==> config.mk <==
export PLATFORM = sky130hd
export DESIGN_NAME = synth_serial_config_regs
export DESIGN_NICKNAME = d
export VERILOG_FILES = /design/src/hdl/pin_sync.v /design/src/hdl/synth_serial_config_regs.v
export VERILOG_INCLUDE_DIRS = /design/src /design/src/hdl
export SDC_FILE = /design/constraint.sdc
export NUM_CORES = 1
export LEC_CHECK = 0
export ABC_AREA = 1
export BUFFER_PORTS_ARGS = -buffer_cell sky130_fd_sc_hd__buf_2
export CAP_MARGIN = 20
export CORE_MARGIN = 2
export CORE_UTILIZATION = 48
export DETAILED_ROUTE_END_ITERATION = 12
export PLACE_DENSITY = 0.73
export SLEW_MARGIN = 20
export SYNTH_ARGS = -nofsm -noshare
export SYNTH_HDL_FRONTEND = slang
export SYNTH_SLANG_ARGS = --single-unit
==> constraint.sdc <==
create_clock -name ref_clk_i -period 2.1 [get_ports ref_clk_i]
set_input_delay 0.63 -clock ref_clk_i [delete_from_list [all_inputs] [get_ports ref_clk_i]]
set_output_delay 0.63 -clock ref_clk_i [all_outputs]
set_load 0.05 [all_outputs]
==> src/hdl/synth_cfg_defines.vh <==
`ifndef SYNTH_CFG_DEFINES_VH
`define SYNTH_CFG_DEFINES_VH

// serial word layout
`define WORD_W 24
`define CTRL_MSB 2
`define CTRL_LSB 0
`define NUM_REGS 8

// register addresses (control bits)
`define ADDR_INT_DIV 3'h0
`define ADDR_MODULUS 3'h1
`define ADDR_FRAC 3'h2
`define ADDR_DITHER 3'h3
`define ADDR_CHARGE_PUMP 3'h4
`define ADDR_LO_PATH 3'h5
`define ADDR_VCO 3'h6
`define ADDR_EXT_VCO 3'h7

// integer divide control fields
`define DIV_KIND_BIT 10
`define INT_RATIO_MSB 9
`define INT_RATIO_LSB 3

// reset values
`define RST_INT_DIV 24'h0001c0
`define RST_MODULUS 24'h003001
`define RST_FRAC 24'h001802
`define RST_OTHER 24'h000000

// modulus and fraction fields
`define MOD_MSB 13
`define MOD_LSB 3
`define FRAC_MSB 13
`define FRAC_LSB 3

`endif

==> src/hdl/pin_sync.v <==
`timescale 1ns/100ps
`default_nettype none
module pin_sync #(
  parameter W = 3
) (
  // clock and reset
  input wire ref_clk_i,
  input wire rst_b_i,
  input wire clk_en_i,
  // async level in, synchronised level out
  input wire [W-1:0] async_i,
  output wire [W-1:0] sync_o
);
  reg [W-1:0] meta_ff;
  reg [W-1:0] sync_ff;

  always @(posedge ref_clk_i) begin
    if (!rst_b_i) begin
      meta_ff <= {W{1'b0}};
      sync_ff <= {W{1'b0}};
    end else if (clk_en_i) begin
      meta_ff <= async_i;
      sync_ff <= meta_ff;
    end
  end

  assign sync_o = sync_ff;
endmodule // pin_sync
`default_nettype wire

==> src/hdl/synth_serial_config_regs.v <==
`timescale 1ns/100ps
`default_nettype none
`include "synth_cfg_defines.vh"

// Function
// all configuration arrives over three serial pins: clock, data, load enable
// eight writable configuration registers, 24 bits each
// host first writes registers 7 down to 0 after power-up
// afterwards any register may be rewritten in any order
// registers 0..7: int, modulus, frac, dither, pump, lo, vco, ext vco
// control bits 000 route word to integer divide control
// integer divide control resets to 0x0001c0
// divider kind bit selects fractional or integer feedback divide
// integer mode: oscillator rate is 2 x detector rate x whole ratio
// host keeps whole ratio 21..123 in integer mode
// host keeps whole ratio 24..119 in fractional mode
// control bits 001 load modulus register, reset 0x003001
// control bits 010 load fractional register, reset 0x001802
// host keeps denominator 1..2047 and numerator below it
// words shift msb first, commit on load enable rising edge
// host writes zeros into reserved bits
module synth_serial_config_regs (
  // clock, reset, enable
  input wire ref_clk_i,
  input wire rst_b_i,
  input wire clk_en_i,
  // serial programming pins
  input wire ser_clk_i,
  input wire ser_data_i,
  input wire ser_load_i,
  // register contents
  output reg [`WORD_W-1:0] integer_divide_control_o,
  output reg [`WORD_W-1:0] modulus_control_o,
  output reg [`WORD_W-1:0] fractional_control_o,
  output reg [`WORD_W-1:0] dither_control_o,
  output reg [`WORD_W-1:0] charge_pump_control_o,
  output reg [`WORD_W-1:0] lo_path_control_o,
  output reg [`WORD_W-1:0] vco_control_o,
  output reg [`WORD_W-1:0] ext_vco_control_o,
  // decoded divider settings
  output reg divider_kind_select_o,
  output reg [6:0] whole_divide_ratio_o,
  output reg [10:0] denominator_value_o,
  output reg [10:0] numerator_value_o,
  // status
  output reg all_written_o,
  output reg write_strobe_o,
  output reg [2:0] write_addr_o
);
  wire [2:0] pins_sync;
  reg ser_clk_d_ff;
  reg ser_load_d_ff;
  reg [`WORD_W-1:0] shift_ff;
  reg [`NUM_REGS-1:0] written_ff;
  wire clk_rise;
  wire load_rise;
  wire [2:0] addr;

  pin_sync #(.W(3)) u_pin_sync (
    .ref_clk_i(ref_clk_i),
    .rst_b_i(rst_b_i),
    .clk_en_i(clk_en_i),
    .async_i({ser_load_i, ser_data_i, ser_clk_i}),
    .sync_o(pins_sync)
  );

  assign clk_rise = pins_sync[0] & ~ser_clk_d_ff;
  assign load_rise = pins_sync[2] & ~ser_load_d_ff;
  assign addr = shift_ff[`CTRL_MSB:`CTRL_LSB];

  // shift path; data held stable by host around the serial clock edge
  always @(posedge ref_clk_i) begin
    if (!rst_b_i) begin
      ser_clk_d_ff <= 1'b0;
      ser_load_d_ff <= 1'b0;
      shift_ff <= {`WORD_W{1'b0}};
    end else if (clk_en_i) begin
      ser_clk_d_ff <= pins_sync[0];
      ser_load_d_ff <= pins_sync[2];
      if (clk_rise) begin
        shift_ff <= {shift_ff[`WORD_W-2:0], pins_sync[1]};
      end
    end
  end

  // one-hot write enable per register; no ordering enforced
  reg [`NUM_REGS-1:0] reg_we;
  always @* begin
    reg_we = {`NUM_REGS{1'b0}};
    if (load_rise) begin
      case (addr)
        `ADDR_INT_DIV: reg_we = 8'h01;
        `ADDR_MODULUS: reg_we = 8'h02;
        `ADDR_FRAC: reg_we = 8'h04;
        `ADDR_DITHER: reg_we = 8'h08;
        `ADDR_CHARGE_PUMP: reg_we = 8'h10;
        `ADDR_LO_PATH: reg_we = 8'h20;
        `ADDR_VCO: reg_we = 8'h40;
        `ADDR_EXT_VCO: reg_we = 8'h80;
        default: reg_we = {`NUM_REGS{1'b0}};
      endcase
    end
  end

  // register 0: integer divide control
  always @(posedge ref_clk_i) begin
    if (!rst_b_i) begin
      integer_divide_control_o <= `RST_INT_DIV;
    end else if (clk_en_i && reg_we[0]) begin
      integer_divide_control_o <= shift_ff;
    end
  end

  // register 1: modulus control
  always @(posedge ref_clk_i) begin
    if (!rst_b_i) begin
      modulus_control_o <= `RST_MODULUS;
    end else if (clk_en_i && reg_we[1]) begin
      modulus_control_o <= shift_ff;
    end
  end

  // register 2: fractional control
  always @(posedge ref_clk_i) begin
    if (!rst_b_i) begin
      fractional_control_o <= `RST_FRAC;
    end else if (clk_en_i && reg_we[2]) begin
      fractional_control_o <= shift_ff;
    end
  end

  // register 3: dither control
  always @(posedge ref_clk_i) begin
    if (!rst_b_i) begin
      dither_control_o <= `RST_OTHER;
    end else if (clk_en_i && reg_we[3]) begin
      dither_control_o <= shift_ff;
    end
  end

  // register 4: charge pump, detector and reference
  always @(posedge ref_clk_i) begin
    if (!rst_b_i) begin
      charge_pump_control_o <= `RST_OTHER;
    end else if (clk_en_i && reg_we[4]) begin
      charge_pump_control_o <= shift_ff;
    end
  end

  // register 5: lo path and modulator
  always @(posedge ref_clk_i) begin
    if (!rst_b_i) begin
      lo_path_control_o <= `RST_OTHER;
    end else if (clk_en_i && reg_we[5]) begin
      lo_path_control_o <= shift_ff;
    end
  end

  // register 6: oscillator control
  always @(posedge ref_clk_i) begin
    if (!rst_b_i) begin
      vco_control_o <= `RST_OTHER;
    end else if (clk_en_i && reg_we[6]) begin
      vco_control_o <= shift_ff;
    end
  end

  // register 7: external oscillator enable
  always @(posedge ref_clk_i) begin
    if (!rst_b_i) begin
      ext_vco_control_o <= `RST_OTHER;
    end else if (clk_en_i && reg_we[7]) begin
      ext_vco_control_o <= shift_ff;
    end
  end

  // status: written map, strobe and last address
  reg [`NUM_REGS-1:0] nxt_written;
  always @* begin
    nxt_written = written_ff | reg_we;
  end

  always @(posedge ref_clk_i) begin
    if (!rst_b_i) begin
      written_ff <= {`NUM_REGS{1'b0}};
      all_written_o <= 1'b0;
      write_strobe_o <= 1'b0;
      write_addr_o <= 3'h0;
    end else if (clk_en_i) begin
      written_ff <= nxt_written;
      // status hint only; early rewrites are never refused
      all_written_o <= &written_ff;
      write_strobe_o <= load_rise;
      if (load_rise) begin
        write_addr_o <= addr;
      end
    end
  end

  // reset images of the decoded fields, cut from the reset words
  localparam [`WORD_W-1:0] rst_int_div_word = `RST_INT_DIV;
  localparam [`WORD_W-1:0] rst_modulus_word = `RST_MODULUS;
  localparam [`WORD_W-1:0] rst_frac_word = `RST_FRAC;

  // decoded fields lag the registers by one cycle
  always @(posedge ref_clk_i) begin
    if (!rst_b_i) begin
      divider_kind_select_o <= rst_int_div_word[`DIV_KIND_BIT];
      whole_divide_ratio_o <= rst_int_div_word[`INT_RATIO_MSB:`INT_RATIO_LSB];
      denominator_value_o <= rst_modulus_word[`MOD_MSB:`MOD_LSB];
      numerator_value_o <= rst_frac_word[`FRAC_MSB:`FRAC_LSB];
    end else if (clk_en_i) begin
      divider_kind_select_o <= integer_divide_control_o[`DIV_KIND_BIT];
      // in integer mode the consumer ignores the numerator
      whole_divide_ratio_o <= integer_divide_control_o[`INT_RATIO_MSB:`INT_RATIO_LSB];
      denominator_value_o <= modulus_control_o[`MOD_MSB:`MOD_LSB];
      numerator_value_o <= fractional_control_o[`FRAC_MSB:`FRAC_LSB];
    end
  end
endmodule // synth_serial_config_regs
`default_nettype wire

==> impl_metrics.csv, run 1 <==
group,metric,value,unit
cts,postCtsResizedCells,0,
critical_path,crit_fanout,3,
detailed_routing,wl,30400,um
detailed_routing,ant_nets,0,
sta,fmax,543,MHz
detailed_routing,viasPerCell,5.35,
cts,cts.path.max_buffers,3,
critical_path,crit_path_top_delay_cell,"dfxtp_1",
logic_synthesis,ys_seq_area_share,56.9,%
sta,min_period_over_period,87.7,%
cts,post_cts.repair.setup_buffers,0,
critical_path,critPathKind,"register to output pin",
global_routing,grt-ovfl-total,0,
sta,slew_viol_final,0,
sta,max_slew_margin,42.3,%
critical_path,cp_data_arrival_time,1.21,ns
global_routing,antenna_found_initial,0,
detailed_routing,drtIter0Drc,730,
critical_path,setup.worst_path.end_class,"output pin",
placement,preCtsSetupSlack,0.142,ns
cts,cts.sinks,275,
critical_path,critPathMaxStageDelay,0.39,ns
logic_synthesis,synth-seq-cells,275,
finish,syn2layout_area_growth,25.0,%
floorplan,dieWidth,146,um
global_routing,grt_max_degree,72,
sta,layout_setup_ws,0.258,ns
placement,place_congestion,0.833,
cts,htree_levels,1,
critical_path,path_buf_inv,1,
power_and_ir_drop,p_total,11.5,mW
placement,dp_hpwl,18800,um
power_and_ir_drop,powerDensity,952,nW/um^2
cts,cts_buffers,28,
finish,fin_cells,1696,
logic_synthesis,synth.avg_cell_area,7.90,um^2
critical_path,regToRegSetupSlack,0.54,ns
critical_path,worstPathRequired,1.47,ns
cts,cts_tree,"built",
logic_synthesis,yosysWarnings,0,
sta,holdWs,0.345,ns
critical_path,path_delay_family,"flip-flops",
detailed_routing,dr.pass1.iters,5,
placement,port_buffers,232,
logic_synthesis,netlist_area,9670,um^2
finish,final_area,12100,um^2
sta,hold_viol_final,0,
logic_synthesis,synth_nets,1230,
hold_path,hp-class,"input pin to register",
floorplan,die_area,21300,um^2
sta,worst_clock_skew,0.0112,ns
finish,layout_common_cells,"nand2_1 (302), dfxtp_1 (275), buf_2 (232)",
critical_path,path_cells,"buf_2",
sta,worst_pin_slew,0.864,ns
flow_run,maxCapViolCount,0,
floorplan,core,19600,um^2
finish,final_util,61.7,%
global_routing,grt_pass1_vias,8213,
placement,dp.cells,1644,
sta,setup_violations,0,
floorplan,rows,51,
detailed_routing,route.detailed.drc,0,
cts,cts-root-buf,"clkbuf_16",
finish,final_common_cell,"nand2_1",
finish,final_net_count,1415,
power_and_ir_drop,p_leak,5.07,nW
floorplan,io_pins,233,
logic_synthesis,netlist-cell-type-count,17,
global_routing,grt_pass1_wl,46400,um
sta,fin_setup_tns,0,ns
critical_path,cp-start-kind,"register",
detailed_routing,vias,9074,
cts,cts_hold_buf,0,
power_and_ir_drop,max-vdd-ir-drop,0.589,mV
global_routing,globalRouteTotalUtil,27.1,%
cts,path_clk_slew,0.06,ns
finish,antenna_cells,0,
run_status,status,"complete, no violations",
logic_synthesis,synth_cells,1224,
floorplan,start_util,49.4,%
finish,drive_gt1_share,23.1,%
sta,rsz0062_at_grt,"no",
cts,clk_latency,0.54,ns
placement,place_area,11000,um^2
detailed_routing,route.detailed.wl_per_inst,17.9,um
sta,period_needed,1.84,ns
floorplan,die_y,146,um
synth_stat cells:
master	count	area, um^2
nand2_1	302	1130
dfxtp_1	275	5510
a21oi_1	198	991
nand3_1	139	696
nor2_1	109	409
clkbuf_1	89	334
o21ai_0	54	270
buf_4	17	128
inv_1	15	56.3
buf_2	10	50.1
nand2_2	4	25.0
inv_2	3	11.3
nand4_1	2	12.5
nor3_1	2	10.0
o211ai_1	2	15.0
o21a_1	2	15.0
nor2_4	1	11.3
routing by layer:
| metal | part of all wire (%) | GRT usage (%) | wire (um) |
|---|---|---|---|
| met1 | 45 | 39.0 | 13800 |
| met2 | 45 | 42.2 | 13700 |
| met3 | 7.2 | 4.64 | 2190 |
| met4 | 2.2 | 7.50 | 656 |
| met5 | 0 | 0 | 0 |
final cells by class:
type                       instances  area, um^2
timing repair buffer             271        1540
clock buffer                      41         871
tap                              265         332
fill                            1729        7500
multi-input combinational        815        3590
clock inverter                    11         183
inverter                          18        72.6
sequential                       275        5510
logic make-up (layout without fill, tap and decap cells):
logic type / count (synthesis) / count (layout) / share of synthesized area (%)
AOI/OAI and AO/OA: 256 / 256 / 13.3
buffers and inverters: 134 / 341 / 5.99
DFF: 275 / 275 / 56.9
and+or+nand+nor: 559 / 559 / 23.7
report_power, final:
part	leakage [nW]	switching, mW	internal (mW)
Sequential	2.23	0.138	5.29
Clock	0.522	2.04	3.48
Combinational	2.32	0.421	0.139
Total	5.07	2.60	8.91
final timing paths:
path         depth (start not counted)                     from                       to
max                                  1  fractional_control_o[8]  fractional_control_o[8]
min                                  3               ser_load_i    u_pin_sync.meta_ff[2]
max reg2reg                          6     u_pin_sync.sync_o[2]     dither_control_o[17]
min reg2reg                          2     numerator_value_o[8]     numerator_value_o[8]
flip-flops by register name, summed over array words and instances (netlist names), 7 cells and up, named ones only:
signal and flops:
written_ff 8, whole_divide_ratio_o 7, numerator_value_o 11, integer_divide_control_o 24, modulus_control_o 24, vco_control_o 24, fractional_control_o 24, lo_path_control_o 24
dither_control_o 24, charge_pump_control_o 24, shift_ff 24, denominator_value_o 11, ext_vco_control_o 24
Power figures use the tool's default switching activity.
==> inputs of run 2 (changes only) <==
--- a/config.mk
+++ b/config.mk
@@ -6,7 +6,6 @@
 export SDC_FILE = /design/constraint.sdc
 export NUM_CORES = 1
 export LEC_CHECK = 0
-export ABC_AREA = 1
 export BUFFER_PORTS_ARGS = -buffer_cell sky130_fd_sc_hd__buf_2
 export CAP_MARGIN = 20
 export CORE_MARGIN = 2
==> impl_metrics.csv, run 2 <==
group,metric,value,unit
sta,max_slew_margin,57.8,%
logic_synthesis,yosysTopAreaCell,"dfxtp_1",
floorplan,start_util,48.8,%
floorplan,core,18700,um^2
logic_synthesis,muxShareOfSynthArea,4.50,%
placement,dp.cells,1394,
finish,syn2layout_area_growth,26.3,%
logic_synthesis,synthAdderAreaFrac,0,%
placement,place_area,10600,um^2
detailed_routing,drtIter0Drc,542,
logic_synthesis,synth-edff-count,0,
detailed_routing,viasPerCell,5.41,
logic_synthesis,synthXorXnorAreaFrac,0,%
hold_path,hp-class,"input pin to register",
logic_synthesis,netlist-cell-type-count,26,
critical_path,regToRegSetupSlack,0.54,ns
placement,port_buffers,232,
sta,worst_pin_slew,0.632,ns
finish,fin_cells,1446,
sta,worst_clock_skew,0.00595,ns
critical_path,crit_path_top_delay_cell,"dfxtp_1",
sta,setup_violations,0,
logic_synthesis,yosysMostFrequentCell,"dfxtp_1",
cts,cts_hold_buf,0,
global_routing,antenna_found_initial,0,
logic_synthesis,synth_top_family_by_area,"simple AND/OR/NAND/NOR gates",
floorplan,die_y,142,um
floorplan,dieWidth,142,um
global_routing,grt_pass1_wl,39200,um
cts,cts-root-buf,"clkbuf_16",
logic_synthesis,synth_commonest_cells,"dfxtp_1 (275), nand3_1 (203), o21ai_0 (183)",
logic_synthesis,synth-compound-area-share,12.5,%
finish,antenna_cells,0,
detailed_routing,vias,7823,
critical_path,reg2regPathDepth,4,
logic_synthesis,synth.avg_cell_area,9.25,um^2
detailed_routing,ant_nets,0,
critical_path,r2r_end,"modulus_control_o[10]",
placement,place_congestion,0.812,
floorplan,die_area,20100,um^2
logic_synthesis,synthArstFlopShare,0,%
critical_path,worstPathRequired,1.47,ns
cts,postCtsResizedCells,0,
logic_synthesis,ys_seq_area_share,60.3,%
detailed_routing,wl,26000,um
sta,hold_viol_final,0,
logic_synthesis,netlist_area,9120,um^2
power_and_ir_drop,p_leak,4.91,nW
cts,htree_levels,1,
detailed_routing,route.detailed.drc,0,
global_routing,grt-ovfl-total,0,
logic_synthesis,synthFlopType,"dfxtp_1",
global_routing,grt_max_degree,50,
critical_path,path_depth,1,
flow_run,maxCapViolCount,0,
run_status,status,"complete, no violations",
finish,drive_gt1_share,25.3,%
floorplan,io_pins,233,
critical_path,path_buf_inv,1,
cts,cts.path.max_buffers,3,
global_routing,grt_pass1_vias,6856,
logic_synthesis,synth-seq-cells,275,
cts,post_cts.repair.setup_buffers,0,
sta,min_period_over_period,87.8,%
cts,cts_tree,"built",
critical_path,critPathKind,"register to output pin",
detailed_routing,route.detailed.wl_per_inst,18.0,um
sta,slew_viol_final,0,
critical_path,setup.worst_path.end_class,"output pin",
finish,final_net_count,1196,
finish,final_common_cell,"dfxtp_1",
cts,cts.sinks,275,
sta,rsz0062_at_grt,"no",
finish,n_fill_cell,1592,
logic_synthesis,netlist_top_cells_area,"dfxtp_1 (60%), nand3_1 (11%), o21ai_0 (10%)",
finish,layout_common_cells,"dfxtp_1 (275), buf_2 (231), nand3_1 (203)",
sta,period_needed,1.84,ns
global_routing,globalRouteTotalUtil,25.1,%
critical_path,worstReg2RegStart,"u_pin_sync.sync_o[2]",
critical_path,crit_fanout,3,
floorplan,rows,50,
logic_synthesis,synth_cells,986,
detailed_routing,dr.pass1.iters,4,
sta,fmax,542,MHz
power_and_ir_drop,max-vdd-ir-drop,0.717,mV
logic_synthesis,synth_nets,992,
hold_path,hold_path_end,"u_pin_sync.meta_ff[0]",
critical_path,cp_data_arrival_time,1.21,ns
critical_path,critPathMaxStageDelay,0.39,ns
finish,final_area,11500,um^2
cts,clk_latency,0.53,ns
critical_path,path_delay_family,"flip-flops",
logic_synthesis,yosysTopAreaCellShare,60.3,%
critical_path,cp-start-kind,"register",
hold_path,min_path_cells,3,
cts,path_clk_slew,0.06,ns
cts,cts_buffers,28,
hold_path,hp-start,"ser_clk_i",
power_and_ir_drop,powerDensity,912,nW/um^2
critical_path,path_cells,"buf_2",
placement,dp_hpwl,16800,um
sta,fin_setup_tns,0,ns
logic_synthesis,yosysWarnings,0,
logic_synthesis,yosys.area_share.simple,18.4,%
-- run 2: area by class of cell --
class	instances	area [um^2]	share of cell area [%]
Sequential cell	275	5510	47.8
Timing Repair Buffer	259	1510	13.1
Clock inverter	13	146	1.27
Clock buffer	39	803	6.97
Inverter	10	37.5	0.326
Tap cell	234	293	2.54
Multi-Input combinational cell	616	3230	28.0
-- run 2: worst max path at each step --
stage	from	end
after detailed placement	rst_b_i	fractional_control_o[3]
after floorplan	clk_en_i	register
after global routing	modulus_control_o[9]	modulus_control_o[9]
final	modulus_control_o[4]	modulus_control_o[4]
after CTS	modulus_control_o[9]	modulus_control_o[9]
after global placement	clk_en_i	register
-- run 2: routing by layer --
| layer | global-route usage (%) | share of wire [%] | up-vias |
|---|---|---|---|
| li1 | - | - | 3838 |
| met5 | 0 | 0 | - |
| met2 | 40.2 | 46 | 266 |
| met4 | 8.00 | 2.7 | 0 |
| met1 | 34.4 | 45 | 3671 |
| met3 | 4.76 | 6.0 | 48 |
-- run 2: kinds of logic after synthesis --
family	count (synthesis)
and+or+nand+nor	350
muxes	41
DFF	275
AOI/OAI and AO/OA	225
buffers and inverters	95
-- run 2: power by group --
part	total (mW)	switching, mW	internal [mW]
registers	5.23	0.00880	5.22
logic	0.203	0.145	0.0577
clock network	5.07	2.03	3.04
-- run 2: per-stage QoR --
step	power [mW]	setup slack, ns	hold WS, ns	utilization, %
floorplan	5.49	0.303	0.425	-
global placement	5.55	0.323	0.433	56.5
detailed placement	5.55	0.302	0.438	56.5
CTS	10.6	0.230	0.333	61.6
global route	10.8	0.205	0.349	61.6
finish	10.5	0.256	0.339	61.6
==> inputs of run 3 (changes only) <==
--- a/config.mk
+++ b/config.mk
@@ -8,9 +8,11 @@
 export LEC_CHECK = 0
 export BUFFER_PORTS_ARGS = -buffer_cell sky130_fd_sc_hd__buf_2
 export CAP_MARGIN = 20
+export CORE_ASPECT_RATIO = 2
 export CORE_MARGIN = 2
 export CORE_UTILIZATION = 48
 export DETAILED_ROUTE_END_ITERATION = 12
+export GPL_TIMING_DRIVEN = 0
 export PLACE_DENSITY = 0.73
 export SLEW_MARGIN = 20
 export SYNTH_ARGS = -nofsm -noshare
==> impl_metrics.csv, run 3 (synthesis results as in run 2) <==
group,metric,value,unit
cts,cts_hold_buf,0,
global_routing,grt_pass1_wl,44200,um
global_routing,grt-ovfl-total,0,
power_and_ir_drop,powerDensity,848,nW/um^2
critical_path,crit_fanout,10,
finish,multi_input_area,3230,um^2
hold_path,hold_path_end,"u_pin_sync.meta_ff[0]",
critical_path,worstPathRequired,2.46,ns
cts,path_clk_slew,0.07,ns
detailed_routing,route.detailed.drc,0,
critical_path,r2r_end,"integer_divide_control_o[20]",
floorplan,dieWidth,101,um
sta,worst_pin_slew,0.715,ns
floorplan,die_y,199,um
sta,period_needed,1.91,ns
floorplan,core,18700,um^2
global_routing,globalRouteTotalUtil,29.1,%
detailed_routing,vias,8430,
placement,dp_hpwl,22100,um
placement,port_buffers,231,
sta,setup_violations,0,
cts,cts.sinks,275,
power_and_ir_drop,max-vdd-ir-drop,0.652,mV
critical_path,setup.worst_path.end_class,"register",
global_routing,antenna_found_initial,0,
finish,final_net_count,1247,
power_and_ir_drop,p_leak,4.74,nW
sta,holdWs,0.350,ns
critical_path,reg2regPathDepth,4,
sta,hold_viol_final,0,
cts,post_cts.repair.setup_buffers,0,
cts,cts_buffers,22,
floorplan,start_util,48.7,%
cts,cts.path.max_buffers,3,
placement,place_congestion,0.892,
finish,drive_gt1_share,22.3,%
global_routing,grt_max_degree,17,
critical_path,regToRegSetupSlack,0.19,ns
cts,htree_levels,1,
sta,slew_viol_final,0,
detailed_routing,dr.pass1.iters,5,
sta,fmax,525,MHz
sta,max_slew_margin,52.3,%
finish,antenna_cells,0,
placement,place_area,10600,um^2
finish,n_fill_cell,1698,
detailed_routing,ant_nets,0,
hold_path,hp-start,"ser_clk_i",
finish,layout_common_cells,"dfxtp_1 (275), buf_2 (244), nand3_1 (203)",
sta,rsz0062_at_grt,"no",
hold_path,hp-class,"input pin to register",
detailed_routing,wl,30300,um
detailed_routing,drtIter0Drc,487,
floorplan,rows,71,
power_and_ir_drop,p_total,9.58,mW
cts,postCtsResizedCells,0,
finish,final_common_cell,"dfxtp_1",
flow_run,maxCapViolCount,0,
critical_path,critPathKind,"register to register",
cts,clk_latency,0.52,ns
finish,final_area,11300,um^2
sta,fin_setup_tns,0,ns
hold_path,min_path_cells,3,
sta,worst_clock_skew,0.0211,ns
floorplan,io_pins,233,
critical_path,worstReg2RegStart,"ser_load_d_ff",
detailed_routing,route.detailed.wl_per_inst,20.0,um
finish,regArea,5510,um^2
floorplan,die_area,20200,um^2
finish,syn2layout_area_growth,23.8,%
critical_path,cp_data_arrival_time,2.26,ns
cts,cts-root-buf,"clkbuf_16",
sta,min_period_over_period,90.8,%
cts,cts_tree,"built",
global_routing,grt_pass1_vias,7769,
critical_path,cp-start-kind,"register",
run_status,status,"complete, no violations",
detailed_routing,viasPerCell,5.59,
run 3: changes by cell type in the layout (fill, tap and decap cells not counted), sizes merged:
cell	previous run	this run
buf	259	264
bufinv	3	1
clkbuf	39	84
clkinv	8	4
clkinvlp	1	0
inv	11	10
run 3: final cells by class:
cell class	count	area share [%]
plain buffers	85	3.10
clock buffers	32	5.75
clock inverters	5	0.443
inverters	10	0.332
multi-input cells	616	28.6
flip-flops and latches	275	48.7
well taps	255	2.82
repair buffers	231	10.2
run 3: per-layer routing:
metal  vias up  GRT usage (%)  wire [um]
met3        95           4.43       1990
met4         0           18.1       2060
met1      4041           31.6      10700
li1       3934              -          -
met5         -              0          0
met2       360           51.6      15500
run 3: worst max path at each step:
| stage | start | endpoint | slack, ns | cells after the start |
|---|---|---|---|---|
| floorplan | clk_en_i | register | 0.30 | 6 |
| global placement | rst_b_i | fractional_control_o[18] | -0.29 | 6 |
| detailed placement | rst_b_i | modulus_control_o[2] | -0.28 | 6 |
| CTS | ser_load_d_ff | integer_divide_control_o[20] | 0.22 | 4 |
| global route | ser_load_d_ff | integer_divide_control_o[18] | 0.11 | 4 |
| finish | ser_load_d_ff | integer_divide_control_o[20] | 0.19 | 4 |
run 3: through the flow:
stage          setup slack [ns]  utilization [%]  instances
4_1_cts                   0.225             60.3       1509
2_1_floorplan             0.303                -        986
3_5_place_dp             -0.276             56.5       1472
6_report                  0.194             60.3       1509
5_1_grt                   0.108             60.3       1509
3_3_place_gp             -0.289             56.5       1472
run 3: where the power goes:
| group | internal, mW | total, mW | leakage [nW] | switching [mW] |
|---|---|---|---|---|
| combinational | 0.0501 | 0.217 | 2.17 | 0.167 |
| clock | 2.27 | 4.13 | 0.348 | 1.87 |
| sequential | 5.22 | 5.23 | 2.22 | 0.00779 |
| total | 7.54 | 9.58 | 4.74 | 2.04 |
run 3: critical path, stage by stage (launching register included):
cell and delay (ns):
dfxtp_1 0.41, nand4b_1 0.65, clkbuf_1 0.44, nand3_1 0.16
o21ai_0 0.09
